--- src/logic/epou_map.svh ---
// register offsets, field positions, reset values and timing counts
// assumes: included by the package and the top module of the pwm unit
`ifndef EPOU_MAP_SVH
`define EPOU_MAP_SVH

// ==========================================================================
// register byte offsets
`define EPOU_OFS_CONTROL 8'h00
`define EPOU_OFS_DUTY_HIGH 8'h04
`define EPOU_OFS_DUTY_ACTIVE 8'h08
`define EPOU_OFS_PERIOD_LIMIT 8'h0C
`define EPOU_OFS_PERIOD_COUNTER 8'h10
`define EPOU_OFS_TIMER_CONTROL 8'h14
`define EPOU_OFS_FLAGS 8'h18
`define EPOU_OFS_PIN_DIRECTION 8'h1C
`define EPOU_OFS_DEADBAND 8'h20
`define EPOU_OFS_STEERING 8'h24

// ==========================================================================
// control register fields
`define EPOU_CTL_MODE_HI 7
`define EPOU_CTL_MODE_LO 6
`define EPOU_CTL_DUTY_HI 5
`define EPOU_CTL_DUTY_LO 4
`define EPOU_CTL_PWM_HI 3
`define EPOU_CTL_PWM_LO 2
`define EPOU_CTL_POL_AC 1
`define EPOU_CTL_POL_BD 0
`define EPOU_PWM_SELECT 2'h3

// output modes
`define EPOU_MODE_SINGLE 2'h0
`define EPOU_MODE_FULL_FWD 2'h1
`define EPOU_MODE_HALF 2'h2
`define EPOU_MODE_FULL_REV 2'h3

// timer control fields
`define EPOU_TMR_RUN 2
`define EPOU_TMR_PS_HI 1
`define EPOU_TMR_PS_LO 0
`define EPOU_TMR_POST_HI 6
`define EPOU_TMR_POST_LO 3

// flag register fields
`define EPOU_FLG_PERIOD 0

// ==========================================================================
// reset values
`define EPOU_RST_CONTROL 8'h00
`define EPOU_RST_DUTY 8'h00
`define EPOU_RST_PERIOD_LIMIT 8'hFF
`define EPOU_RST_TIMER_CONTROL 8'h00
`define EPOU_RST_PIN_DIRECTION 4'hF
`define EPOU_RST_DEADBAND 7'h00
`define EPOU_RST_STEERING 4'h1

// ==========================================================================
// timing: oscillator clocks per instruction cycle, prescaler wrap counts
`define EPOU_OSC_PER_CYCLE 9'h004
`define EPOU_PS_WRAP_1 6'h03
`define EPOU_PS_WRAP_4 6'h0F
`define EPOU_PS_WRAP_16 6'h3F

// bus answers
`define EPOU_RESP_OKAY 2'h0
`define EPOU_RESP_SLVERR 2'h2

`endif

--- src/logic/epou_pkg.sv ---
// types of the enhanced pwm output unit
// assumes: epou_map.svh on the include path
`include "epou_map.svh"

package epou_pkg;

   // whole state of the unit, registered in one place
   typedef struct packed {
      // bus slave
      logic awready;
      logic wready;
      logic aw_held;
      logic w_held;
      logic [7:0] aw_addr;
      logic [7:0] w_data;
      logic w_lane0;
      logic bvalid;
      logic [1:0] bresp;
      logic arready;
      logic rvalid;
      logic [31:0] rdata;
      logic [1:0] rresp;
      // software registers
      logic [7:0] control;
      logic [7:0] duty_high;
      logic [7:0] duty_active;
      logic [1:0] duty_latch;
      logic [7:0] period_limit;
      logic [7:0] period_counter;
      logic [7:0] timer_control;
      logic period_flag;
      logic [3:0] pin_direction;
      logic [6:0] deadband;
      logic [3:0] steering;
      // time base and waveform
      logic [5:0] prescale;
      logic pwm_raw;
      logic started;
      logic [8:0] dead_a;
      logic [8:0] dead_b;
      // pins
      logic [3:0] pin_out;
      logic [3:0] pin_oe;
      logic [3:0] pin_owned;
   } epou_state_t;

endpackage

--- src/logic/epou_top.sv ---
// enhanced pwm output unit with an axi4-lite register slave
// assumes: one 20 MHz clock, synchronous active-low reset, pins resolved outside
//
// Summary of operation
// - period is (limit+1) x 4 x prescale clocks
// - rollover clears counter, sets output unless 0%
// - rollover copies duty setpoint into active buffer
// - postscaler does not affect the period
// - duty is ten bits, high8 plus control 5:4
// - new duty applies only after period match
// - active buffer read-only while pwm runs
// - duty double buffered with two-bit latch
// - time base is counter plus two low bits
// - time base equal to duty drives output low
// - pulse longer than period leaves outputs unchanged
// - full ten-bit resolution only at limit 255
// - prescaler divides by 1, 4 or 16
// - sleep freezes counter, state and pin levels
// - reset restores registers, pins become inputs
// - mode bits select single, half, full bridges
// - mode decides which outputs are used
// - output polarity selectable by control bits
// - output withheld until a new period begins
// - zero control register releases all pins
// - unused pins stay free for port functions
// - half bridge: complement with dead-band delay
// - full bridge: one held active, one modulated
//
// Implementation choices: the AXI4-Lite slave port and the register addresses.
`include "epou_map.svh"
`timescale 1ns/10ps
`default_nettype none

module epou_top #(
   parameter int DUTY_W = 10,
   parameter int DEAD_W = 7
) (
   input wire logic aclk,
   input wire logic aresetn,
   input wire logic sleep,
   input wire logic [7:0] s_axi_awaddr,
   input wire logic [2:0] s_axi_awprot,
   input wire logic s_axi_awvalid,
   output logic s_axi_awready,
   input wire logic [31:0] s_axi_wdata,
   input wire logic [3:0] s_axi_wstrb,
   input wire logic s_axi_wvalid,
   output logic s_axi_wready,
   output logic [1:0] s_axi_bresp,
   output logic s_axi_bvalid,
   input wire logic s_axi_bready,
   input wire logic [7:0] s_axi_araddr,
   input wire logic [2:0] s_axi_arprot,
   input wire logic s_axi_arvalid,
   output logic s_axi_arready,
   output logic [31:0] s_axi_rdata,
   output logic [1:0] s_axi_rresp,
   output logic s_axi_rvalid,
   input wire logic s_axi_rready,
   output logic [3:0] bridge_out_o,
   output logic [3:0] bridge_out_oe,
   output logic [3:0] unit_owns_pin
);
   import epou_pkg::*;

   // =======================================================================
   // parameter checks
   if (DUTY_W != 10) begin : g_bad_duty
      $error("duty width must be 10");
   end
   if (DEAD_W != 7) begin : g_bad_dead
      $error("dead-band width must be 7");
   end

   epou_state_t st_q;
   epou_state_t st_d;

   // =======================================================================
   // next-state logic
   always_comb begin
      logic pwm_on;
      logic [1:0] mode;
      logic run;
      logic [5:0] ps_wrap;
      logic [1:0] low2;
      logic tick;
      logic rollover;
      logic [9:0] time_base;
      logic [8:0] dead_len;
      logic act_a;
      logic act_b;
      logic [3:0] act;
      logic [3:0] used;
      logic [3:0] pol;
      logic wr_go;
      logic [7:0] wa;
      logic [7:0] wd;
      logic bad_w;
      logic [7:0] ra;
      logic [31:0] rd;
      logic bad_r;
      pwm_on = 1'b0;
      mode = 2'h0;
      run = 1'b0;
      ps_wrap = 6'h00;
      low2 = 2'h0;
      tick = 1'b0;
      rollover = 1'b0;
      time_base = 10'h000;
      dead_len = 9'h000;
      act_a = 1'b0;
      act_b = 1'b0;
      act = 4'h0;
      used = 4'h0;
      pol = 4'h0;
      wr_go = 1'b0;
      wa = 8'h00;
      wd = 8'h00;
      bad_w = 1'b0;
      ra = 8'h00;
      rd = 32'h0000_0000;
      bad_r = 1'b0;
      st_d = st_q;

      // ====================================================================
      // axi4-lite write: address and data taken in either order
      if (s_axi_awvalid && st_q.awready) begin
         st_d.aw_held = 1'b1;
         st_d.aw_addr = s_axi_awaddr;
         st_d.awready = 1'b0;
      end
      if (s_axi_wvalid && st_q.wready) begin
         st_d.w_held = 1'b1;
         st_d.w_data = s_axi_wdata[7:0];
         st_d.w_lane0 = s_axi_wstrb[0];
         st_d.wready = 1'b0;
      end
      if (st_q.aw_held && st_q.w_held && !st_q.bvalid) begin
         wr_go = st_q.w_lane0;
         wa = st_q.aw_addr;
         wd = st_q.w_data;
         st_d.aw_held = 1'b0;
         st_d.w_held = 1'b0;
         st_d.bvalid = 1'b1;
         bad_w = 1'b0;
         case (st_q.aw_addr)
            `EPOU_OFS_CONTROL, `EPOU_OFS_DUTY_HIGH, `EPOU_OFS_DUTY_ACTIVE,
            `EPOU_OFS_PERIOD_LIMIT, `EPOU_OFS_PERIOD_COUNTER,
            `EPOU_OFS_TIMER_CONTROL, `EPOU_OFS_FLAGS, `EPOU_OFS_PIN_DIRECTION,
            `EPOU_OFS_DEADBAND, `EPOU_OFS_STEERING: bad_w = 1'b0;
            default: bad_w = 1'b1;
         endcase
         st_d.bresp = bad_w ? `EPOU_RESP_SLVERR : `EPOU_RESP_OKAY;
         if (bad_w) begin
            wr_go = 1'b0;
         end
      end
      if (st_q.bvalid && s_axi_bready) begin
         st_d.bvalid = 1'b0;
         st_d.awready = 1'b1;
         st_d.wready = 1'b1;
      end

      pwm_on = (st_q.control[`EPOU_CTL_PWM_HI:`EPOU_CTL_PWM_LO] == `EPOU_PWM_SELECT);
      if (wr_go) begin
         case (wa)
            `EPOU_OFS_CONTROL: st_d.control = wd;
            `EPOU_OFS_DUTY_HIGH: st_d.duty_high = wd;
            `EPOU_OFS_DUTY_ACTIVE: begin
               if (!pwm_on) begin
                  st_d.duty_active = wd;
               end
            end
            `EPOU_OFS_PERIOD_LIMIT: st_d.period_limit = wd;
            `EPOU_OFS_PERIOD_COUNTER: st_d.period_counter = wd;
            `EPOU_OFS_TIMER_CONTROL: st_d.timer_control = {1'b0, wd[6:0]};
            `EPOU_OFS_FLAGS: begin
               if (wd[`EPOU_FLG_PERIOD]) begin
                  st_d.period_flag = 1'b0;
               end
            end
            `EPOU_OFS_PIN_DIRECTION: st_d.pin_direction = wd[3:0];
            `EPOU_OFS_DEADBAND: st_d.deadband = wd[6:0];
            `EPOU_OFS_STEERING: st_d.steering = wd[3:0];
            default: st_d.period_flag = st_d.period_flag;
         endcase
      end

      // ====================================================================
      // axi4-lite read
      if (s_axi_arvalid && st_q.arready) begin
         ra = s_axi_araddr;
         bad_r = 1'b0;
         case (ra)
            `EPOU_OFS_CONTROL: rd = {24'h000000, st_q.control};
            `EPOU_OFS_DUTY_HIGH: rd = {24'h000000, st_q.duty_high};
            `EPOU_OFS_DUTY_ACTIVE: rd = {24'h000000, st_q.duty_active};
            `EPOU_OFS_PERIOD_LIMIT: rd = {24'h000000, st_q.period_limit};
            `EPOU_OFS_PERIOD_COUNTER: rd = {24'h000000, st_q.period_counter};
            `EPOU_OFS_TIMER_CONTROL: rd = {24'h000000, st_q.timer_control};
            `EPOU_OFS_FLAGS: rd = {31'h00000000, st_q.period_flag};
            `EPOU_OFS_PIN_DIRECTION: rd = {28'h0000000, st_q.pin_direction};
            `EPOU_OFS_DEADBAND: rd = {25'h0000000, st_q.deadband};
            `EPOU_OFS_STEERING: rd = {28'h0000000, st_q.steering};
            default: bad_r = 1'b1;
         endcase
         st_d.rdata = rd;
         st_d.rresp = bad_r ? `EPOU_RESP_SLVERR : `EPOU_RESP_OKAY;
         st_d.rvalid = 1'b1;
         st_d.arready = 1'b0;
      end
      if (st_q.rvalid && s_axi_rready) begin
         st_d.rvalid = 1'b0;
         st_d.arready = 1'b1;
      end

      // ====================================================================
      // time base
      mode = st_q.control[`EPOU_CTL_MODE_HI:`EPOU_CTL_MODE_LO];
      run = st_q.timer_control[`EPOU_TMR_RUN];
      case (st_q.timer_control[`EPOU_TMR_PS_HI:`EPOU_TMR_PS_LO])
         2'h0: ps_wrap = `EPOU_PS_WRAP_1;
         2'h1: ps_wrap = `EPOU_PS_WRAP_4;
         default: ps_wrap = `EPOU_PS_WRAP_16;
      endcase
      if (run && !sleep) begin
         tick = (st_q.prescale == ps_wrap);
         st_d.prescale = tick ? 6'h00 : st_q.prescale + 6'h01;
      end
      rollover = tick && (st_q.period_counter == st_q.period_limit);
      if (tick) begin
         st_d.period_counter = rollover ? 8'h00 : st_q.period_counter + 8'h01;
      end
      if (rollover) begin
         st_d.period_flag = 1'b1;
         st_d.duty_active = st_q.duty_high;
         st_d.duty_latch = st_q.control[`EPOU_CTL_DUTY_HI:`EPOU_CTL_DUTY_LO];
      end
      // clock quadrature or prescaler bits
      // time base after this edge, so the clear edge lines up with the set edge
      case (st_q.timer_control[`EPOU_TMR_PS_HI:`EPOU_TMR_PS_LO])
         2'h0: low2 = st_d.prescale[1:0];
         2'h1: low2 = st_d.prescale[3:2];
         default: low2 = st_d.prescale[5:4];
      endcase
      time_base = {st_d.period_counter, low2};

      // ====================================================================
      // modulated waveform
      if (!sleep) begin
         if (!pwm_on) begin
            st_d.pwm_raw = 1'b0;
            st_d.started = 1'b0;
         end else if (rollover) begin
            st_d.pwm_raw = ({st_q.duty_high, st_q.control[5:4]} != 10'h000);
            // waveform starts at a period edge
            st_d.started = 1'b1;
         end else if (run && time_base == {st_q.duty_active, st_q.duty_latch}) begin
            st_d.pwm_raw = 1'b0;
         end
      end

      // ====================================================================
      // dead band and steering
      dead_len = {2'h0, st_q.deadband} * `EPOU_OSC_PER_CYCLE;
      if (!sleep) begin
         if (st_q.pwm_raw && st_q.started) begin
            st_d.dead_a = (st_q.dead_a < dead_len) ? st_q.dead_a + 9'h001 : st_q.dead_a;
         end else begin
            st_d.dead_a = 9'h000;
         end
         if (!st_q.pwm_raw && st_q.started) begin
            st_d.dead_b = (st_q.dead_b < dead_len) ? st_q.dead_b + 9'h001 : st_q.dead_b;
         end else begin
            st_d.dead_b = 9'h000;
         end
      end
      act_a = st_q.pwm_raw && (st_q.dead_a >= dead_len);
      act_b = !st_q.pwm_raw && st_q.started && (st_q.dead_b >= dead_len);
      case (mode)
         `EPOU_MODE_SINGLE: begin
            act = {4{st_q.pwm_raw}};
            used = st_q.steering;
         end
         `EPOU_MODE_HALF: begin
            act = {2'b00, act_b, act_a};
            used = 4'h3;
         end
         `EPOU_MODE_FULL_FWD: begin
            act = {st_q.pwm_raw, 2'b00, 1'b1};
            used = 4'hF;
         end
         `EPOU_MODE_FULL_REV: begin
            act = {1'b0, 1'b1, st_q.pwm_raw, 1'b0};
            used = 4'hF;
         end
         default: begin
            act = 4'h0;
            used = 4'h0;
         end
      endcase
      if (!st_q.started) begin
         act = 4'h0;
      end
      pol = {st_q.control[`EPOU_CTL_POL_BD], st_q.control[`EPOU_CTL_POL_AC],
             st_q.control[`EPOU_CTL_POL_BD], st_q.control[`EPOU_CTL_POL_AC]};
      if (!sleep) begin
         for (int i = 0; i < 4; i++) begin
            // no pwm mode owns no pin
            st_d.pin_owned[i] = pwm_on && used[i];
            st_d.pin_out[i] = st_d.pin_owned[i] && (act[i] ^ pol[i]);
            st_d.pin_oe[i] = st_d.pin_owned[i] && !st_q.pin_direction[i];
         end
      end
   end

   // =======================================================================
   // state register
   always_ff @(posedge aclk) begin
      if (!aresetn) begin
         st_q <= '0;
         st_q.awready <= 1'b1;
         st_q.wready <= 1'b1;
         st_q.arready <= 1'b1;
         st_q.control <= `EPOU_RST_CONTROL;
         st_q.duty_high <= `EPOU_RST_DUTY;
         st_q.duty_active <= `EPOU_RST_DUTY;
         st_q.period_limit <= `EPOU_RST_PERIOD_LIMIT;
         st_q.timer_control <= `EPOU_RST_TIMER_CONTROL;
         st_q.pin_direction <= `EPOU_RST_PIN_DIRECTION;
         st_q.deadband <= `EPOU_RST_DEADBAND;
         st_q.steering <= `EPOU_RST_STEERING;
      end else begin
         st_q <= st_d;
      end
   end

   assign s_axi_awready = st_q.awready;
   assign s_axi_wready = st_q.wready;
   assign s_axi_bvalid = st_q.bvalid;
   assign s_axi_bresp = st_q.bresp;
   assign s_axi_arready = st_q.arready;
   assign s_axi_rvalid = st_q.rvalid;
   assign s_axi_rdata = st_q.rdata;
   assign s_axi_rresp = st_q.rresp;
   assign bridge_out_o = st_q.pin_out;
   assign bridge_out_oe = st_q.pin_oe;
   assign unit_owns_pin = st_q.pin_owned;

endmodule

`default_nettype wire
--- config.mk ---
export PLATFORM = sky130hd
export DESIGN_NAME = epou_top
export DESIGN_NICKNAME = d
export VERILOG_FILES = /design/src/logic/epou_pkg.sv /design/src/logic/epou_top.sv
export VERILOG_INCLUDE_DIRS = /design/src /design/src/logic
export SDC_FILE = /design/constraint.sdc
export NUM_CORES = 1
export LEC_CHECK = 0
export ABC_CLOCK_PERIOD_IN_PS = 2700
export BUFFER_PORTS_ARGS = -buffer_cell sky130_fd_sc_hd__buf_2
export CAP_MARGIN = 20
export CORE_MARGIN = 4
export CORE_UTILIZATION = 45
export DETAILED_ROUTE_END_ITERATION = 10
export GPL_ROUTABILITY_DRIVEN = 0
export GPL_TIMING_DRIVEN = 0
export PLACE_DENSITY_LB_ADDON = 0.2
export SETUP_SLACK_MARGIN = 0.1
export SYNTH_ARGS = -nofsm -noshare
export SYNTH_HDL_FRONTEND = slang
export SYNTH_SLANG_ARGS = --single-unit
--- constraint.sdc ---
create_clock -name aclk -period 2.7 [get_ports aclk]
set_clock_uncertainty 0.05 [all_clocks]
set_input_delay 0.54 -clock aclk [delete_from_list [all_inputs] [get_ports aclk]]
set_output_delay 0.54 -clock aclk [all_outputs]
set_load 0.01 [all_outputs]
==> results.py <==
metrics = {
    "detailed_routing": {
        "post-route-drc-count": 0,
        "wl_per_cell_um": 17.27,
        "wl_mm": 21.32,
        "firstDrtPassIters": 8,
        "avgViaCountPerCell": 5.493,
        "ant_nets": 0,
        "vias": 6778,
        "drt-initial-drc-count": 693,
    },
    "sta": {
        "max_freq_ghz": 0.3902,
        "final-hold-violation-count": 0,
        "hold_ws_ps": 261.0,
        "setup_violations": 0,
        "max-slew-margin-rel_pct": 28.86,
        "worst_pin_slew_ps": 1059,
        "drv_slew": 0,
        "post-route-worst-setup-slack_ps": 136.9,
        "grt_setup_unrepaired": "true",
        "fin_crit_sh_pct": 94.93,
        "fin_tns_setup_ps": 0,
        "layout_min_cycle_time_ps": 2563,
    },
    "cells_and_area": {
        "area_growth_pct": 23.00,
        "drive_above_1_share_pct": 21.51,
        "final_design_area_no_fill_sq_mm": 0.008733,
        "fin_nets": 1096,
        "num_antenna_cells": 0,
    },
    "min_path": {
        "hp-class": "primary input to register",
        "min_path_cells": 2,
        "hold_path_end": "s_axi_wready",
        "hold_start": "s_axi_wvalid",
    },
    "setup_path": {
        "cp-start-kind": "register",
        "max_stage_delay_ps": 380,
        "cp-end-kind": "register",
        "regToRegStartpoint": "st_q[34]",
        "crit_required_ps": 2930,
        "cp.arrival_ps": 2790,
        "worst-r2r-setup-slack_ps": 140,
        "path_max_fanout": 6,
        "rr_endpoint": "st_q[31]",
        "r2r_cells": 8,
        "path_class": "register to register",
        "path_cells": "or3_4, a211o_4, buf_6, and3_4, a211o_1, xor2_1, nor4_2, a41oi_2",
        "cp_slowest_cell": "or3_4",
    },
    "floorplanning": {
        "start_util_pct": 46.36,
        "die_w_um": 133.6,
        "die_h_um": 133.6,
        "core_area_sq_mm": 0.01531,
        "die_area_sq_mm": 0.01785,
        "io_pins": 119,
        "rows": 45,
    },
    "place": {
        "dpl-instance-area_sq_mm": 0.007754,
        "numPortBuffers": 59,
        "dp_hpwl_mm": 15.53,
        "pre_cts_ws_ps": -420.6,
    },
    "synth": {
        "syn_inst": 890,
        "synth_edf_count": 0,
        "synth_top_flop_cell": "dfxtp_1",
        "yosysTopAreaCellShare_pct": 38.63,
        "synth.area.top_cells": "dfxtp_1 39%, nor2_1 6.6%, nand2_1 6.1%, a21oi_1 5.6%, buf_4 5.2%",
        "ys_warn_count": 0,
        "async_reset_ff_share_pct": 0,
        "avgSynthCellArea_sq_um": 7.978,
        "synth_area_sq_mm": 0.007101,
        "seq_area_frac_synth_pct": 38.63,
        "ys_ff_latch": 137,
        "yosysTopAreaCell": "dfxtp_1",
        "yosysUniqueCellTypes": 63,
    },
    "global_routing": {
        "grt_first_pass_wirelength_mm": 33.22,
        "grt-ovfl-total": 0,
        "grt_pass1_vias": 6103,
        "grt_max_degree": 17,
        "grtUsageTotal_pct": 23.50,
        "antenna_found_initial": 0,
    },
    "clocking": {
        "cts_root_buf": "clkbuf_16",
        "cts_tree": "done",
        "numCtsBuffers": 17,
        "cts.htree.levels": 4,
        "postCtsHoldBufs": 0,
        "cts_num_sinks": 137,
        "clk_latency_ps": 430,
        "clkSlewWorstSetupHoldPaths_ps": 60,
        "cts_buffer_depth": 2,
    },
    "pwr": {
        "p_per_area_mw_per_mm2": 550.3,
        "ir_drop_v": 0.0004606,
        "p_leak_nw": 3.575,
    },
    "run": {
        "maxCapViolations": 0,
    },
    "outcome": {
        "status": "completed",
    },
}
-- layout make-up --
class	instances	area (sq um)
timing repair buffer	78	445.4
clock buffer	18	429.2
multi-input combinational	669	4020
clock inverter	14	196.4
sequential	137	2764
tap	211	264.0
inverter	24	90.09
buffer	83	524.3
fill	1417	6581
-- metrics by stage --
| step | cells | util (%) | total power, mW |
|---|---|---|---|
| floorplan | 915 | - | 2.265 |
| global placement | 1185 | 50.63 | 2.353 |
| detailed placement | 1185 | 50.63 | 2.355 |
| CTS | 1229 | 55.84 | 4.821 |
| global route | 1234 | 57.03 | 4.947 |
| finish | 1234 | 57.03 | 4.806 |
-- sequential cells by signal (all words and copies together) (netlist names) --
name,flops
st_q,110
s_axi_rdata,8
bridge_out_o,4
bridge_out_oe,4
unit_owns_pin,4
s_axi_arready,1
s_axi_awready,1
s_axi_bresp,1
s_axi_bvalid,1
s_axi_rresp,1
s_axi_rvalid,1
s_axi_wready,1
-- routing by layer --
metal  track usage [%]  share of wire [%]
met4             8.914                3.0
met5                 0                  0
met2             35.95                 44
met1             32.48                 43
met3             5.136                9.4
-- worst max-delay path: cells and delay by family, from the launching register on --
| kind | cells | cell delay [ps] |
|---|---|---|
| AOI/OAI and AO/OA | 3 | 880 |
| buffers and inverters | 1 | 130 |
| DFF | 1 | 360 |
| and+or+nand+nor | 3 | 830 |
| xor gates and xnor gates | 1 | 160 |
-- Yosys cell counts, drive strengths merged, types with 7 or more instances --
library cell	number
a211oi	14
ha	20
or3	9
nand3	37
nand2	117
nor2b	8
xnor2	24
nor2	125
o211ai	14
a21oi	80
xor2	13
dfxtp	137
a22oi	18
nor3	17
inv	24
and2	8
and3	8
buf	55
mux2i	12
a222oi	7
o21ai	26
clkbuf	30
nand4	13
-- report_power, final --
part	switching, mW	internal [mW]	leakage (nW)
combinational	0.152	0.0913	2.16
clock	0.933	1.55	0.297
sequential	0.0316	2.05	1.12
total	1.12	3.69	3.58
-- how the worst max path moves through the flow --
stage / depth (start not counted) / from / slack [ps] / endpoint
2_1_floorplan: 11 / st_q[54] / 270 / st_q[31]
3_3_place_gp: 9 / st_q[66] / -410 / st_q[87]
3_5_place_dp: 9 / st_q[66] / -420 / st_q[87]
4_1_cts: 10 / st_q[43] / 50 / bridge_out_o[1]
5_1_grt: 10 / st_q[66] / 60 / st_q[31]
6_report: 8 / st_q[34] / 140 / st_q[31]
-- cell families after synthesis --
kind of cell,after synthesis,share of synthesized area [%]
compound gates,197,18.17
xor+xnor,37,4.564
fa+ha+maj,20,3.524
buf+inv,109,8.775
flops,137,38.63
mux,13,1.850
other cells,1,0.05281
simple gates,376,24.44
-- cell usage in the layout, fill, tap and decap left out, types with 6 or more instances in the layout --
| master | count |
|---|---|
| a211oi_1 | 11 |
| a21oi_1 | 78 |
| a222oi_1 | 7 |
| a22oi_1 | 18 |
| and2_1 | 6 |
| and3_1 | 7 |
| buf_2 | 60 |
| buf_4 | 66 |
| clkbuf_1 | 25 |
| clkbuf_16 | 17 |
| conb_1 | 26 |
| dfxtp_1 | 124 |
| dfxtp_2 | 11 |
| ha_1 | 20 |
| inv_1 | 24 |
| mux2i_1 | 12 |
| nand2_1 | 114 |
| nand3_1 | 36 |
| nand4_1 | 13 |
| nor2_1 | 124 |
| nor2b_1 | 8 |
| nor3_1 | 16 |
| o211ai_1 | 14 |
| o21ai_0 | 22 |
| or2_2 | 6 |
| or3_1 | 7 |
| xnor2_1 | 24 |
| xor2_1 | 13 |
-- what timing repair did --
item	CTS	global route
buffers inserted	13	6
pin swaps	12	15
gates resized for setup	23	43
endpoints found under the hold margin	0	0
setup endpoints to repair	23	19
Power figures use the tool's default switching activity.
